--- src/common/uic_pkg.sv ---
// Constants shared by the UART interrupt and FIFO control block
package uic_pkg;
  // ---------------------------------------------------------------
  // Register offsets on the parallel host bus
  // ---------------------------------------------------------------
  localparam logic [2:0] OFS_RHR = 3'h0;
  localparam logic [2:0] OFS_IER = 3'h1;
  localparam logic [2:0] OFS_ISR = 3'h2;
  localparam logic [2:0] OFS_LSR = 3'h5;
  localparam logic [2:0] OFS_MSR = 3'h6;
  // ---------------------------------------------------------------
  // Field positions and reset values
  // ---------------------------------------------------------------
  localparam int IER_RX    = 0;
  localparam int IER_THR   = 1;
  localparam int IER_LSR   = 2;
  localparam int IER_MSR   = 3;
  localparam int IER_SLEEP = 4;
  localparam int IER_XOFF  = 5;
  localparam int IER_RTS   = 6;
  localparam int IER_CTS   = 7;
  localparam int FCR_EN    = 0;
  localparam int FCR_RXRST = 1;
  localparam int FCR_TXRST = 2;
  localparam int FCR_DMA   = 3;
  localparam logic [7:0] IER_RST = 8'h00;
  // ---------------------------------------------------------------
  // Identification codes, index 0 is the highest priority
  // ---------------------------------------------------------------
  localparam int NSRC = 7;
  localparam logic [5:0] CODE_LSR  = 6'h06;
  localparam logic [5:0] CODE_RXTO = 6'h0c;
  localparam logic [5:0] CODE_RXRD = 6'h04;
  localparam logic [5:0] CODE_THR  = 6'h02;
  localparam logic [5:0] CODE_MSR  = 6'h00;
  localparam logic [5:0] CODE_XOFF = 6'h10;
  localparam logic [5:0] CODE_FC   = 6'h20;
  localparam logic [5:0] CODE_NONE = 6'h01;
  localparam logic [5:0] CODES [NSRC] = '{CODE_LSR, CODE_RXTO, CODE_RXRD,
                                         CODE_THR, CODE_MSR, CODE_XOFF, CODE_FC};
  localparam int SRC_LSR  = 0;
  localparam int SRC_RXTO = 1;
  localparam int SRC_RXRD = 2;
  localparam int SRC_THR  = 3;
  localparam int SRC_MSR  = 4;
  localparam int SRC_XOFF = 5;
  localparam int SRC_FC   = 6;
  // ---------------------------------------------------------------
  // Receive timeout in character and bit times
  // ---------------------------------------------------------------
  localparam int TO_CHARS = 4;
  localparam int TO_BITS  = 12;
  // ---------------------------------------------------------------
  // Host access tracker
  // ---------------------------------------------------------------
  typedef enum logic [2:0] {
    ACC_IDLE  = 3'h1,
    ACC_READ  = 3'h2,
    ACC_WRITE = 3'h4
  } uic_acc_t;
endpackage

--- src/rtl/uic_top.sv ---
// Interrupt ranking, masking and FIFO control for one UART channel
// Notes on behaviour
// - FIFO off, low enables clear: polled
// - Line status bits report receive/transmit state
// - Receive ready at data or trigger
// - Transmit ready; immediate if already empty
// - Overrun immediate; errors at readout/arrival
// - Modem status interrupt from delta bits
// - Upper enables writable only when enhanced
// - Rising flow-control pins interrupt when enabled
// - Timeout after four chars twelve bits
// - Transmit source set; RS-485 uses all-empty in FIFO mode
// - Xoff or special match flag
// - Wake indication reads as none, INTERRUPT_SOURCE_CODE-cleared
// - Fixed seven-level identification code table
// - Only highest pending source is reported
// - Top ID bits mirror FIFO enable
// - Flow-control flag gated by its enables
// - Per-source clearing on register accesses
// - Xoff, special, flow-control clearing events
// - FIFO enable bit gates rest of write
// - FIFO reset bits pulse, self-clear
// - DMA mode select bit
// - Modem control bit enables interrupt pin
`timescale 1ns/10ps
`default_nettype none
module uic_top (
  input  wire logic       clk,
  input  wire logic       nrst,
  input  wire logic       cs_n,
  input  wire logic       rd_n,
  input  wire logic       wr_n,
  input  wire logic [2:0] addr,
  input  wire logic [7:0] wdata,
  output logic      [7:0] rdata,
  input  wire logic       efr_enh,
  input  wire logic       extended_modem_status_reg_err_now,
  input  wire logic       mcr_irq_en,
  input  wire logic       auto_cts_en,
  input  wire logic       auto_rts_en,
  input  wire logic       rs485_en,
  input  wire logic       rx_present,
  input  wire logic       rx_at_trig,
  input  wire logic       rx_char_evt,
  input  wire logic       overrun_evt,
  input  wire logic       err_arrive_evt,
  input  wire logic       err_readout_evt,
  input  wire logic       overrun_flag,
  input  wire logic [2:0] head_err,
  input  wire logic       fifo_err_any,
  input  wire logic       thr_empty,
  input  wire logic       tx_all_empty,
  input  wire logic       tx_below_trig,
  input  wire logic       tx_fifo_empty,
  input  wire logic [3:0] msr_delta,
  input  wire logic       cts_n_in,
  input  wire logic       rts_n_out,
  input  wire logic       xoff_match,
  input  wire logic       xon_match,
  input  wire logic       special_match,
  input  wire logic       wake_evt,
  input  wire logic       bit_tick,
  input  wire logic [3:0] char_bits,
  output logic            irq_out,
  output logic            irq_oe,
  output logic            fifo_enable,
  output logic            dma_mode,
  output logic            rx_fifo_rst,
  output logic            tx_fifo_rst,
  output logic            sleep_en
);
  import uic_pkg::*;
  // ---------------------------------------------------------------
  // State
  // ---------------------------------------------------------------
  typedef struct packed {
    logic [7:0] interrupt_enable_mask;
    logic       fifo_en;
    logic       dma;
    logic       rx_rst;
    logic       tx_rst;
    logic       lsr_p;
    logic       rxto_p;
    logic       thr_p;
    logic       msr_p;
    logic       xoff_p;
    logic       spc_p;
    logic       cts_p;
    logic       rts_p;
    logic       wake_p;
    logic       tx_prev;
    logic       cts_prev;
    logic       rts_prev;
    logic       irq;
    uic_acc_t   acc;
    logic [7:0] rdata;
  } uic_state_t;

  uic_state_t       q;
  uic_state_t       d;
  logic             rd_go;
  logic             wr_go;
  logic             ier_wr;
  logic             fcr_wr;
  logic             thr_wr;
  logic             isr_rd;
  logic             lsr_rd;
  logic             msr_rd;
  logic             rhr_rd;
  logic             tx_cond;
  logic             rx_rdy;
  logic             to_fire;
  logic [NSRC-1:0]  act;
  logic [NSRC-1:0]  sel;
  logic [5:0]       code;
  logic [7:0]       lsr_val;
  // ---------------------------------------------------------------
  // Access decode, effects fire once at strobe start
  // ---------------------------------------------------------------
  assign rd_go  = (q.acc == ACC_IDLE) && !cs_n && !rd_n;
  assign wr_go  = (q.acc == ACC_IDLE) && !cs_n && rd_n && !wr_n;
  assign ier_wr = wr_go && (addr == OFS_IER);
  assign fcr_wr = wr_go && (addr == OFS_ISR);
  assign thr_wr = wr_go && (addr == OFS_RHR);
  assign isr_rd = rd_go && (addr == OFS_ISR);
  assign lsr_rd = rd_go && (addr == OFS_LSR);
  assign msr_rd = rd_go && (addr == OFS_MSR);
  assign rhr_rd = rd_go && (addr == OFS_RHR);
  // ---------------------------------------------------------------
  // Source conditions
  // ---------------------------------------------------------------
  // line status byte layout
  assign lsr_val = {fifo_err_any, tx_all_empty, thr_empty, head_err, overrun_flag, rx_present};
  assign rx_rdy  = q.fifo_en ? rx_at_trig : rx_present;
  assign tx_cond = q.fifo_en ? (rs485_en ? tx_all_empty : (tx_below_trig | tx_fifo_empty))
                             : thr_empty;
  assign act[SRC_LSR]  = q.lsr_p & q.interrupt_enable_mask[IER_LSR];
  assign act[SRC_RXTO] = q.rxto_p & q.interrupt_enable_mask[IER_RX];
  assign act[SRC_RXRD] = rx_rdy & q.interrupt_enable_mask[IER_RX];
  assign act[SRC_THR]  = q.thr_p & q.interrupt_enable_mask[IER_THR];
  assign act[SRC_MSR]  = q.msr_p & q.interrupt_enable_mask[IER_MSR];
  // Xoff or special gated by enable
  assign act[SRC_XOFF] = (q.xoff_p | q.spc_p) & q.interrupt_enable_mask[IER_XOFF];
  assign act[SRC_FC]   = (q.cts_p & q.interrupt_enable_mask[IER_CTS]) | (q.rts_p & q.interrupt_enable_mask[IER_RTS]);

  uic_prio_enc #(
    .N (NSRC)
  ) u_prio (
    .pend (act),
    .code (code),
    .sel  (sel)
  );

  uic_rx_timeout #(
    .CNT_W (8)
  ) u_to (
    .clk       (clk),
    .nrst      (nrst),
    .bit_tick  (bit_tick),
    .char_bits (char_bits),
    .nonempty  (q.fifo_en & rx_present),
    .restart   (rx_char_evt | rhr_rd),
    .fire      (to_fire)
  );
  // ---------------------------------------------------------------
  // Next state: clears first, then sets, so an event always wins
  // ---------------------------------------------------------------
  always_comb begin
    d          = q;
    d.rx_rst   = 1'b0;
    d.tx_rst   = 1'b0;
    d.tx_prev  = tx_cond;
    d.cts_prev = cts_n_in;
    d.rts_prev = rts_n_out;
    unique case (q.acc)
      ACC_IDLE: begin
        if (rd_go) begin
          d.acc = ACC_READ;
        end else if (wr_go) begin
          d.acc = ACC_WRITE;
        end
      end
      ACC_READ: begin
        if (cs_n || rd_n) begin
          d.acc = ACC_IDLE;
        end
      end
      ACC_WRITE: begin
        if (cs_n || wr_n) begin
          d.acc = ACC_IDLE;
        end
      end
      default: d.acc = ACC_IDLE;
    endcase
    // Read data frozen for the whole strobe
    if (rd_go) begin
      unique case (addr)
        OFS_IER: d.rdata = q.interrupt_enable_mask;
        // FIFO status in the top bits
        OFS_ISR: d.rdata = {q.fifo_en, q.fifo_en, code};
        OFS_LSR: d.rdata = lsr_val;
        default: d.rdata = 8'h00;
      endcase
    end
    if (ier_wr) begin
      d.interrupt_enable_mask[3:0] = wdata[3:0];
      if (efr_enh) begin
        d.interrupt_enable_mask[7:4] = wdata[7:4];
      end
    end
    // bit 0 is always written and gates the rest of the write
    if (fcr_wr) begin
      d.fifo_en = wdata[FCR_EN];
      if (wdata[FCR_EN]) begin
        d.dma    = wdata[FCR_DMA];
        d.rx_rst = wdata[FCR_RXRST];
        d.tx_rst = wdata[FCR_TXRST];
      end
    end
    if (lsr_rd) begin
      d.lsr_p = 1'b0;
    end
    if (rhr_rd) begin
      d.rxto_p = 1'b0;
    end
    if (thr_wr || (isr_rd && sel[SRC_THR])) begin
      d.thr_p = 1'b0;
    end
    // flow-control sources clear on modem read
    if (msr_rd) begin
      d.msr_p = 1'b0;
      d.cts_p = 1'b0;
      d.rts_p = 1'b0;
    end
    if (xon_match || (isr_rd && sel[SRC_XOFF])) begin
      d.xoff_p = 1'b0;
    end
    if (rx_char_evt || (isr_rd && sel[SRC_XOFF])) begin
      d.spc_p = 1'b0;
    end
    // wake indication cleared by INTERRUPT_SOURCE_CODE read
    if (isr_rd) begin
      d.wake_p = 1'b0;
    end
    if (overrun_evt || (extended_modem_status_reg_err_now ? err_arrive_evt : err_readout_evt)) begin
      d.lsr_p = 1'b1;
    end
    if (to_fire) begin
      d.rxto_p = 1'b1;
    end
    if ((tx_cond && !q.tx_prev) || (ier_wr && wdata[IER_THR] && !q.interrupt_enable_mask[IER_THR] && tx_cond)) begin
      d.thr_p = 1'b1;
    end
    if (|msr_delta) begin
      d.msr_p = 1'b1;
    end
    if (xoff_match) begin
      d.xoff_p = 1'b1;
    end
    if (special_match) begin
      d.spc_p = 1'b1;
    end
    // rising pin under auto flow control
    if (auto_cts_en && cts_n_in && !q.cts_prev) begin
      d.cts_p = 1'b1;
    end
    if (auto_rts_en && rts_n_out && !q.rts_prev) begin
      d.rts_p = 1'b1;
    end
    if (wake_evt) begin
      d.wake_p = 1'b1;
    end
    // follows pending sources, one cycle late
    d.irq = (|act) | q.wake_p;
  end

  always_ff @(posedge clk or negedge nrst) begin
    if (!nrst) begin
      q          <= '0;
      q.interrupt_enable_mask      <= IER_RST;
      q.tx_prev  <= 1'b1;
      q.cts_prev <= 1'b1;
      q.rts_prev <= 1'b1;
      q.acc      <= ACC_IDLE;
    end else begin
      q <= d;
    end
  end
  // ---------------------------------------------------------------
  // Outputs
  // ---------------------------------------------------------------
  assign rdata       = q.rdata;
  assign irq_out     = q.irq;
  assign irq_oe      = mcr_irq_en;
  assign fifo_enable = q.fifo_en;
  assign dma_mode    = q.dma;
  assign rx_fifo_rst = q.rx_rst;
  assign tx_fifo_rst = q.tx_rst;
  assign sleep_en    = q.interrupt_enable_mask[IER_SLEEP];
  // ---------------------------------------------------------------
  // Assertions
  // ---------------------------------------------------------------
  property p_isr_fifo_bits;
    @(posedge clk) disable iff (!nrst)
    isr_rd |=> rdata[7:6] == {2{$past(q.fifo_en)}} && rdata[5:0] == $past(code);
  endproperty
  a_isr_fifo_bits: assert property (p_isr_fifo_bits) else $error("INTERRUPT_SOURCE_CODE top bits wrong");

  property p_ier_lock;
    @(posedge clk) disable iff (!nrst)
    (ier_wr && !efr_enh) |=> q.interrupt_enable_mask[7:4] == $past(q.interrupt_enable_mask[7:4]) && q.interrupt_enable_mask[3:0] == $past(wdata[3:0]);
  endproperty
  a_ier_lock: assert property (p_ier_lock) else $error("locked enables changed");

  property p_fcr_ignore;
    @(posedge clk) disable iff (!nrst)
    (fcr_wr && !wdata[FCR_EN]) |=> !q.fifo_en && q.dma == $past(q.dma) && !q.rx_rst && !q.tx_rst;
  endproperty
  a_fcr_ignore: assert property (p_fcr_ignore) else $error("FIFO write not ignored");

  property p_rx_rst_pulse;
    @(posedge clk) disable iff (!nrst)
    (fcr_wr && wdata[FCR_EN] && wdata[FCR_RXRST]) |=> rx_fifo_rst ##1 !rx_fifo_rst;
  endproperty
  a_rx_rst_pulse: assert property (p_rx_rst_pulse) else $error("reset pulse not one cycle");

  property p_lsr_clear;
    @(posedge clk) disable iff (!nrst)
    (lsr_rd && !overrun_evt && !err_arrive_evt && !err_readout_evt) |=> !q.lsr_p;
  endproperty
  a_lsr_clear: assert property (p_lsr_clear) else $error("line status not cleared");

  property p_thr_arm;
    @(posedge clk) disable iff (!nrst)
    (ier_wr && wdata[IER_THR] && !q.interrupt_enable_mask[IER_THR] && tx_cond) |=> act[SRC_THR] ##1 irq_out;
  endproperty
  a_thr_arm: assert property (p_thr_arm) else $error("no immediate transmit ready");

  property p_xon_clear;
    @(posedge clk) disable iff (!nrst)
    (xon_match && !xoff_match) |=> !q.xoff_p;
  endproperty
  a_xon_clear: assert property (p_xon_clear) else $error("Xoff not cleared by Xon");

  property p_irq_idle;
    @(posedge clk) disable iff (!nrst)
    (code == CODE_NONE && !q.wake_p) |=> !irq_out;
  endproperty
  a_irq_idle: assert property (p_irq_idle) else $error("interrupt held without source");

  property p_lsr_top;
    @(posedge clk) disable iff (!nrst)
    act[SRC_LSR] |-> code == CODE_LSR && sel == 7'h01;
  endproperty
  a_lsr_top: assert property (p_lsr_top) else $error("line status not top priority");
endmodule // uic_top
`default_nettype wire

--- src/rtl/uic_prio_enc.sv ---
// Priority encoder from pending sources to identification code
`timescale 1ns/10ps
`default_nettype none
module uic_prio_enc #(
  parameter int N = 7
) (
  input  wire logic [N-1:0] pend,
  output logic      [5:0]   code,
  output logic      [N-1:0] sel
);
  import uic_pkg::*;
  if (N != NSRC) begin : g_chk
    $error("uic_prio_enc: N must match the code table");
  end
  // ---------------------------------------------------------------
  // Lowest priority first so the highest one overwrites
  // ---------------------------------------------------------------
  always_comb begin
    code = CODE_NONE;
    sel  = '0;
    for (int i = N - 1; i >= 0; i--) begin
      if (pend[i]) begin
        code   = CODES[i];
        sel    = '0;
        sel[i] = 1'b1;
      end
    end
  end
endmodule // uic_prio_enc
`default_nettype wire

--- src/rtl/uic_rx_timeout.sv ---
// Receive timeout timer counted in bit-time ticks
`timescale 1ns/10ps
`default_nettype none
module uic_rx_timeout #(
  parameter int CNT_W = 8
) (
  input  wire logic       clk,
  input  wire logic       nrst,
  input  wire logic       bit_tick,
  input  wire logic [3:0] char_bits,
  input  wire logic       nonempty,
  input  wire logic       restart,
  output logic            fire
);
  import uic_pkg::*;
  if (CNT_W < 7) begin : g_chk
    $error("uic_rx_timeout: CNT_W too small for the longest delay");
  end
  typedef struct packed {
    logic [CNT_W-1:0] cnt;
    logic             armed;
  } uic_to_t;
  uic_to_t          q;
  uic_to_t          d;
  logic [CNT_W-1:0] lim;

  function automatic logic [CNT_W-1:0] to_limit(input logic [3:0] bits);
    to_limit = CNT_W'(TO_CHARS * int'(bits) + TO_BITS);
  endfunction

  assign lim = to_limit(char_bits);
  // ---------------------------------------------------------------
  // Counter, one shot per quiet period
  // ---------------------------------------------------------------
  always_comb begin
    d    = q;
    fire = 1'b0;
    if (restart || !nonempty) begin
      d.cnt   = '0;
      d.armed = nonempty;
    end else if (bit_tick && q.armed) begin
      if (q.cnt == lim - CNT_W'(1)) begin
        fire    = 1'b1;
        d.armed = 1'b0;
        d.cnt   = '0;
      end else begin
        d.cnt = q.cnt + CNT_W'(1);
      end
    end
  end

  always_ff @(posedge clk or negedge nrst) begin
    if (!nrst) begin
      q <= '0;
    end else begin
      q <= d;
    end
  end

  property p_fire_cause;
    @(posedge clk) disable iff (!nrst)
    fire |-> nonempty && !restart && bit_tick && $past(d.cnt) == lim - CNT_W'(1);
  endproperty
  a_fire_cause: assert property (p_fire_cause) else $error("timeout fired without cause");
endmodule // uic_rx_timeout
`default_nettype wire

--- config.mk ---
export PLATFORM = sky130hd
export DESIGN_NAME = uic_top
export DESIGN_NICKNAME = d
export VERILOG_FILES = /design/src/common/uic_pkg.sv /design/src/rtl/uic_top.sv /design/src/rtl/uic_prio_enc.sv /design/src/rtl/uic_rx_timeout.sv
export SDC_FILE = /design/constraint.sdc
export NUM_CORES = 1
export LEC_CHECK = 0
export BUFFER_PORTS_ARGS = -buffer_cell sky130_fd_sc_hd__buf_2
export CAP_MARGIN = 20
export CORE_ASPECT_RATIO = 0.75
export CORE_UTILIZATION = 57
export CTS_CLUSTER_DIAMETER = 50
export DETAILED_ROUTE_END_ITERATION = 7
export PLACE_DENSITY = 0.85
export SYNTH_ARGS = -nofsm -noshare
export SYNTH_HDL_FRONTEND = slang
export SYNTH_SLANG_ARGS = --single-unit
--- constraint.sdc ---
create_clock -name clk -period 3.2 [get_ports clk]
set_input_delay 0.32 -clock clk [delete_from_list [all_inputs] [get_ports clk]]
set_output_delay 0.32 -clock clk [all_outputs]
set_load 0.005 [all_outputs]
==> impl_metrics.yaml <==
critical_path:
  reg2reg_depth: 4
  reg2reg_to: "q[18]"
  path_max_fanout: 11
  worstPathRequired_ns: 3.39
  crit_type: "reg2reg"
  endpoint_kind: "flop"
  crit_arrival_ns: 2.51
  start_kind: "flop"
  worstReg2RegStart: "q[8]"
  r2r_setup_slack_ns: 0.89
power:
  vdd_drop_max_v: 0.000301
  power_leakage_nw: 1.39
  pwr_density_cell_nw_per_um2: 482
sta:
  finalHoldViolCount: 0
  post-route-period-util_pct: 72.3
  fin_crit_ns: 2.31
  worstMarginPinSlew_ns: 0.976
  drv_slew: 0
  fin_hold_ws_ns: 0.117
  max_freq_ghz: 0.432
  setup_slack_ns: 0.886
  setup_violations: 0
  slew_headroom_pct: 34.9
  rsz0062_at_grt: "false"
  fin_setup_tns_ns: 0
  clock_skew_ns: 0.00510
synth:
  ys_seq_area_share_pct: 43.9
  synth_seq_cells: 45
  syn_avg_cell_area_um2: 9.59
  synth.top_cell.area_share_pct: 39.8
  yosysWarningCount: 0
  ys.flop_type: "dfrtp_1"
  ys_types: 57
  synth_cells: 269
  synth_area_leaders: "dfrtp_1 (40%), mux2_2 (7.0%), nand2_1 (4.9%)"
  async_reset_ff_share_pct: 100
  synth_edf_count: 0
  syn-num-nets: 324
  syn_area_um2: 2580
  netlist.top_cell.by_area: "dfrtp_1"
cells_and_area:
  drive_gt1_share_pct: 32.3
  syn_to_final_growth_pct: 17.7
  antennaDiodeCount: 0
  nets: 382
place:
  gp_congestion: 0.882
  pre_cts_slack_ns: 0.603
  portBuffers: 64
  hpwlAfterDp_mm: 4.49
clock_network:
  cts-hold-fix-buffers: 0
  cts_resized: 0
  tritoncts: "built"
  clock_latency_ns: 0.30
  cts-htree-levels: 2
  postCtsSetupRepairBufs: 0
  cts_buffer_depth: 2
  clock-root-buffer: "clkbuf_8"
  clkSinkCount: 45
  clk_pin_slew_worst_paths_ns: 0.09
  cts_inserted_buffers: 5
hold_path:
  holdPathStages: 1
  hold_path_class: "in2reg"
  hold_path_end: "q[12]"
  hold_path_startpoint: "rts_n_out"
floorplanning:
  die_w_um: 79.7
  start_util_pct: 61.3
  design.die.area_um2: 4800
  row_count: 20
  fp.dieH_um: 60.3
  num_io_pins: 67
  core_um2: 4200
global_route:
  grt_usage_pct: 26.8
  first_global_vias: 2045
  antenna_found_initial: 0
  grt_pass1_wl_mm: 9.60
  grt_max_degree: 46
  overflow: 0
detailed_routing:
  dr_total_vias: 2308
  antenna_left: 0
  routedWlPerCell_um: 15.7
  dr.pass1.iters: 6
  drt-vias-per-instance: 6.03
  wl_mm: 6.01
  drcViolationCount: 0
  drt-initial-drc-count: 283
status:
  outcome: "complete, no violations"
job:
  maxCapViolCount: 0
[cell families after synthesis]
| group | count (synthesis) | synth area share, % |
|---|---|---|
| multiplexers | 17 | 7.37 |
| AO/OA/AOI/OAI | 69 | 19.0 |
| XOR/XNOR | 9 | 3.06 |
| flip-flops | 45 | 43.9 |
| adder cells (fa/ha/maj) | 3 | 1.46 |
| buffers and inverters | 24 | 4.90 |
| AND/OR/NAND/NOR | 102 | 20.4 |
[layout make-up]
| class | instances | area [um^2] |
|---|---|---|
| tap | 55 | 68.8 |
| fill | 316 | 1170 |
| multi-input combinational | 200 | 1320 |
| sequential | 45 | 1130 |
| clock inverter | 3 | 65.1 |
| timing repair buffer | 69 | 358 |
| inverter | 6 | 22.5 |
| clock buffer | 5 | 68.8 |
[worst max path at each step]
stage / startpoint / to / slack (ns) / depth (start not counted)
2_1_floorplan: char_bits[0] / q[22] / 0.94 / 9
3_3_place_gp: char_bits[0] / q[22] / 0.76 / 9
3_5_place_dp: char_bits[0] / q[22] / 0.60 / 9
4_1_cts: q[8] / q[18] / 0.90 / 4
5_1_grt: char_bits[0] / q[22] / 0.73 / 9
6_report: q[8] / q[18] / 0.89 / 4
[where the power goes]
| group | switching, W | internal, W | leakage, nW |
|---|---|---|---|
| clock | 0.000196 | 0.000310 | 0.0681 |
| sequential | 0.0000463 | 0.000632 | 0.550 |
| combinational | 0.000146 | 0.000134 | 0.769 |
[metal layers]
| layer | vias up | routed length [um] | GRT usage (%) | share of wire (%) |
|---|---|---|---|---|
| li1 | 1088 | - | - | - |
| met1 | 1099 | 2770 | 38.6 | 46 |
| met2 | 113 | 2720 | 41.6 | 45 |
| met3 | 8 | 483 | 5.65 | 8.0 |
| met4 | 0 | 37 | 5.71 | 0.62 |
| met5 | - | 0 | 0 | 0 |
[worst max-delay path, cell delays in order, from the launching register on]
cell and delay, ns:
dfstp_2 0.57, or4b_4 0.50, nor2_1 0.62, nand2_1 0.22
a31o_2 0.30
[cells in the final DEF (no fill, tap or decap), types with 4 or more instances in the layout]
cell type,synthesis,routed
buf_2,1,64
dfrtp_1,41,41
nand2_1,34,34
a21oi_1,22,22
mux2_2,16,16
nor2_1,15,15
nand3_1,10,10
o21ai_0,9,9
and2_1,7,7
inv_1,6,6
nor3_1,6,6
xnor2_1,5,5
clkbuf_8,0,5
buf_4,9,5
nor2b_1,4,4
a22oi_1,4,4
nand2b_1,4,4
xor2_1,4,4
dfstp_2,4,4
[per-stage QoR]
step	std cells	util [%]	power (W)	area [um^2]
final	383	72.2	0.00146	3040
after global placement	375	69.0	0.000950	2900
after CTS	383	72.2	0.00146	3040
after global routing	383	72.2	0.00153	3040
after floorplan	269	-	0.000875	2580
after detailed placement	375	69.0	0.000963	2900
[sequential cells by signal, summed over array words and instances, names as in the netlist]
| name | count |
|---|---|
| tx_fifo_rst | 1 |
| fifo_enable | 1 |
| u_to.q | 9 |
| dma_mode | 1 |
| sleep_en | 1 |
| rdata | 8 |
| irq_out | 1 |
| q | 22 |
| rx_fifo_rst | 1 |
[cells in the mapped netlist (4+ instances only)]
| cell | count |
|---|---|
| inv_1 | 6 |
| nor2_1 | 15 |
| buf_4 | 9 |
| dfrtp_1 | 41 |
| nand3_1 | 10 |
| xor2_1 | 4 |
| nor3_1 | 6 |
| a21oi_1 | 22 |
| nor2b_1 | 4 |
| xnor2_1 | 5 |
| o21ai_0 | 9 |
| mux2_2 | 16 |
| clkbuf_1 | 7 |
| and2_1 | 7 |
| nand2b_1 | 4 |
| dfstp_2 | 4 |
| a22oi_1 | 4 |
| nand2_1 | 34 |
No activity file was read; power rests on OpenSTA's default activity.
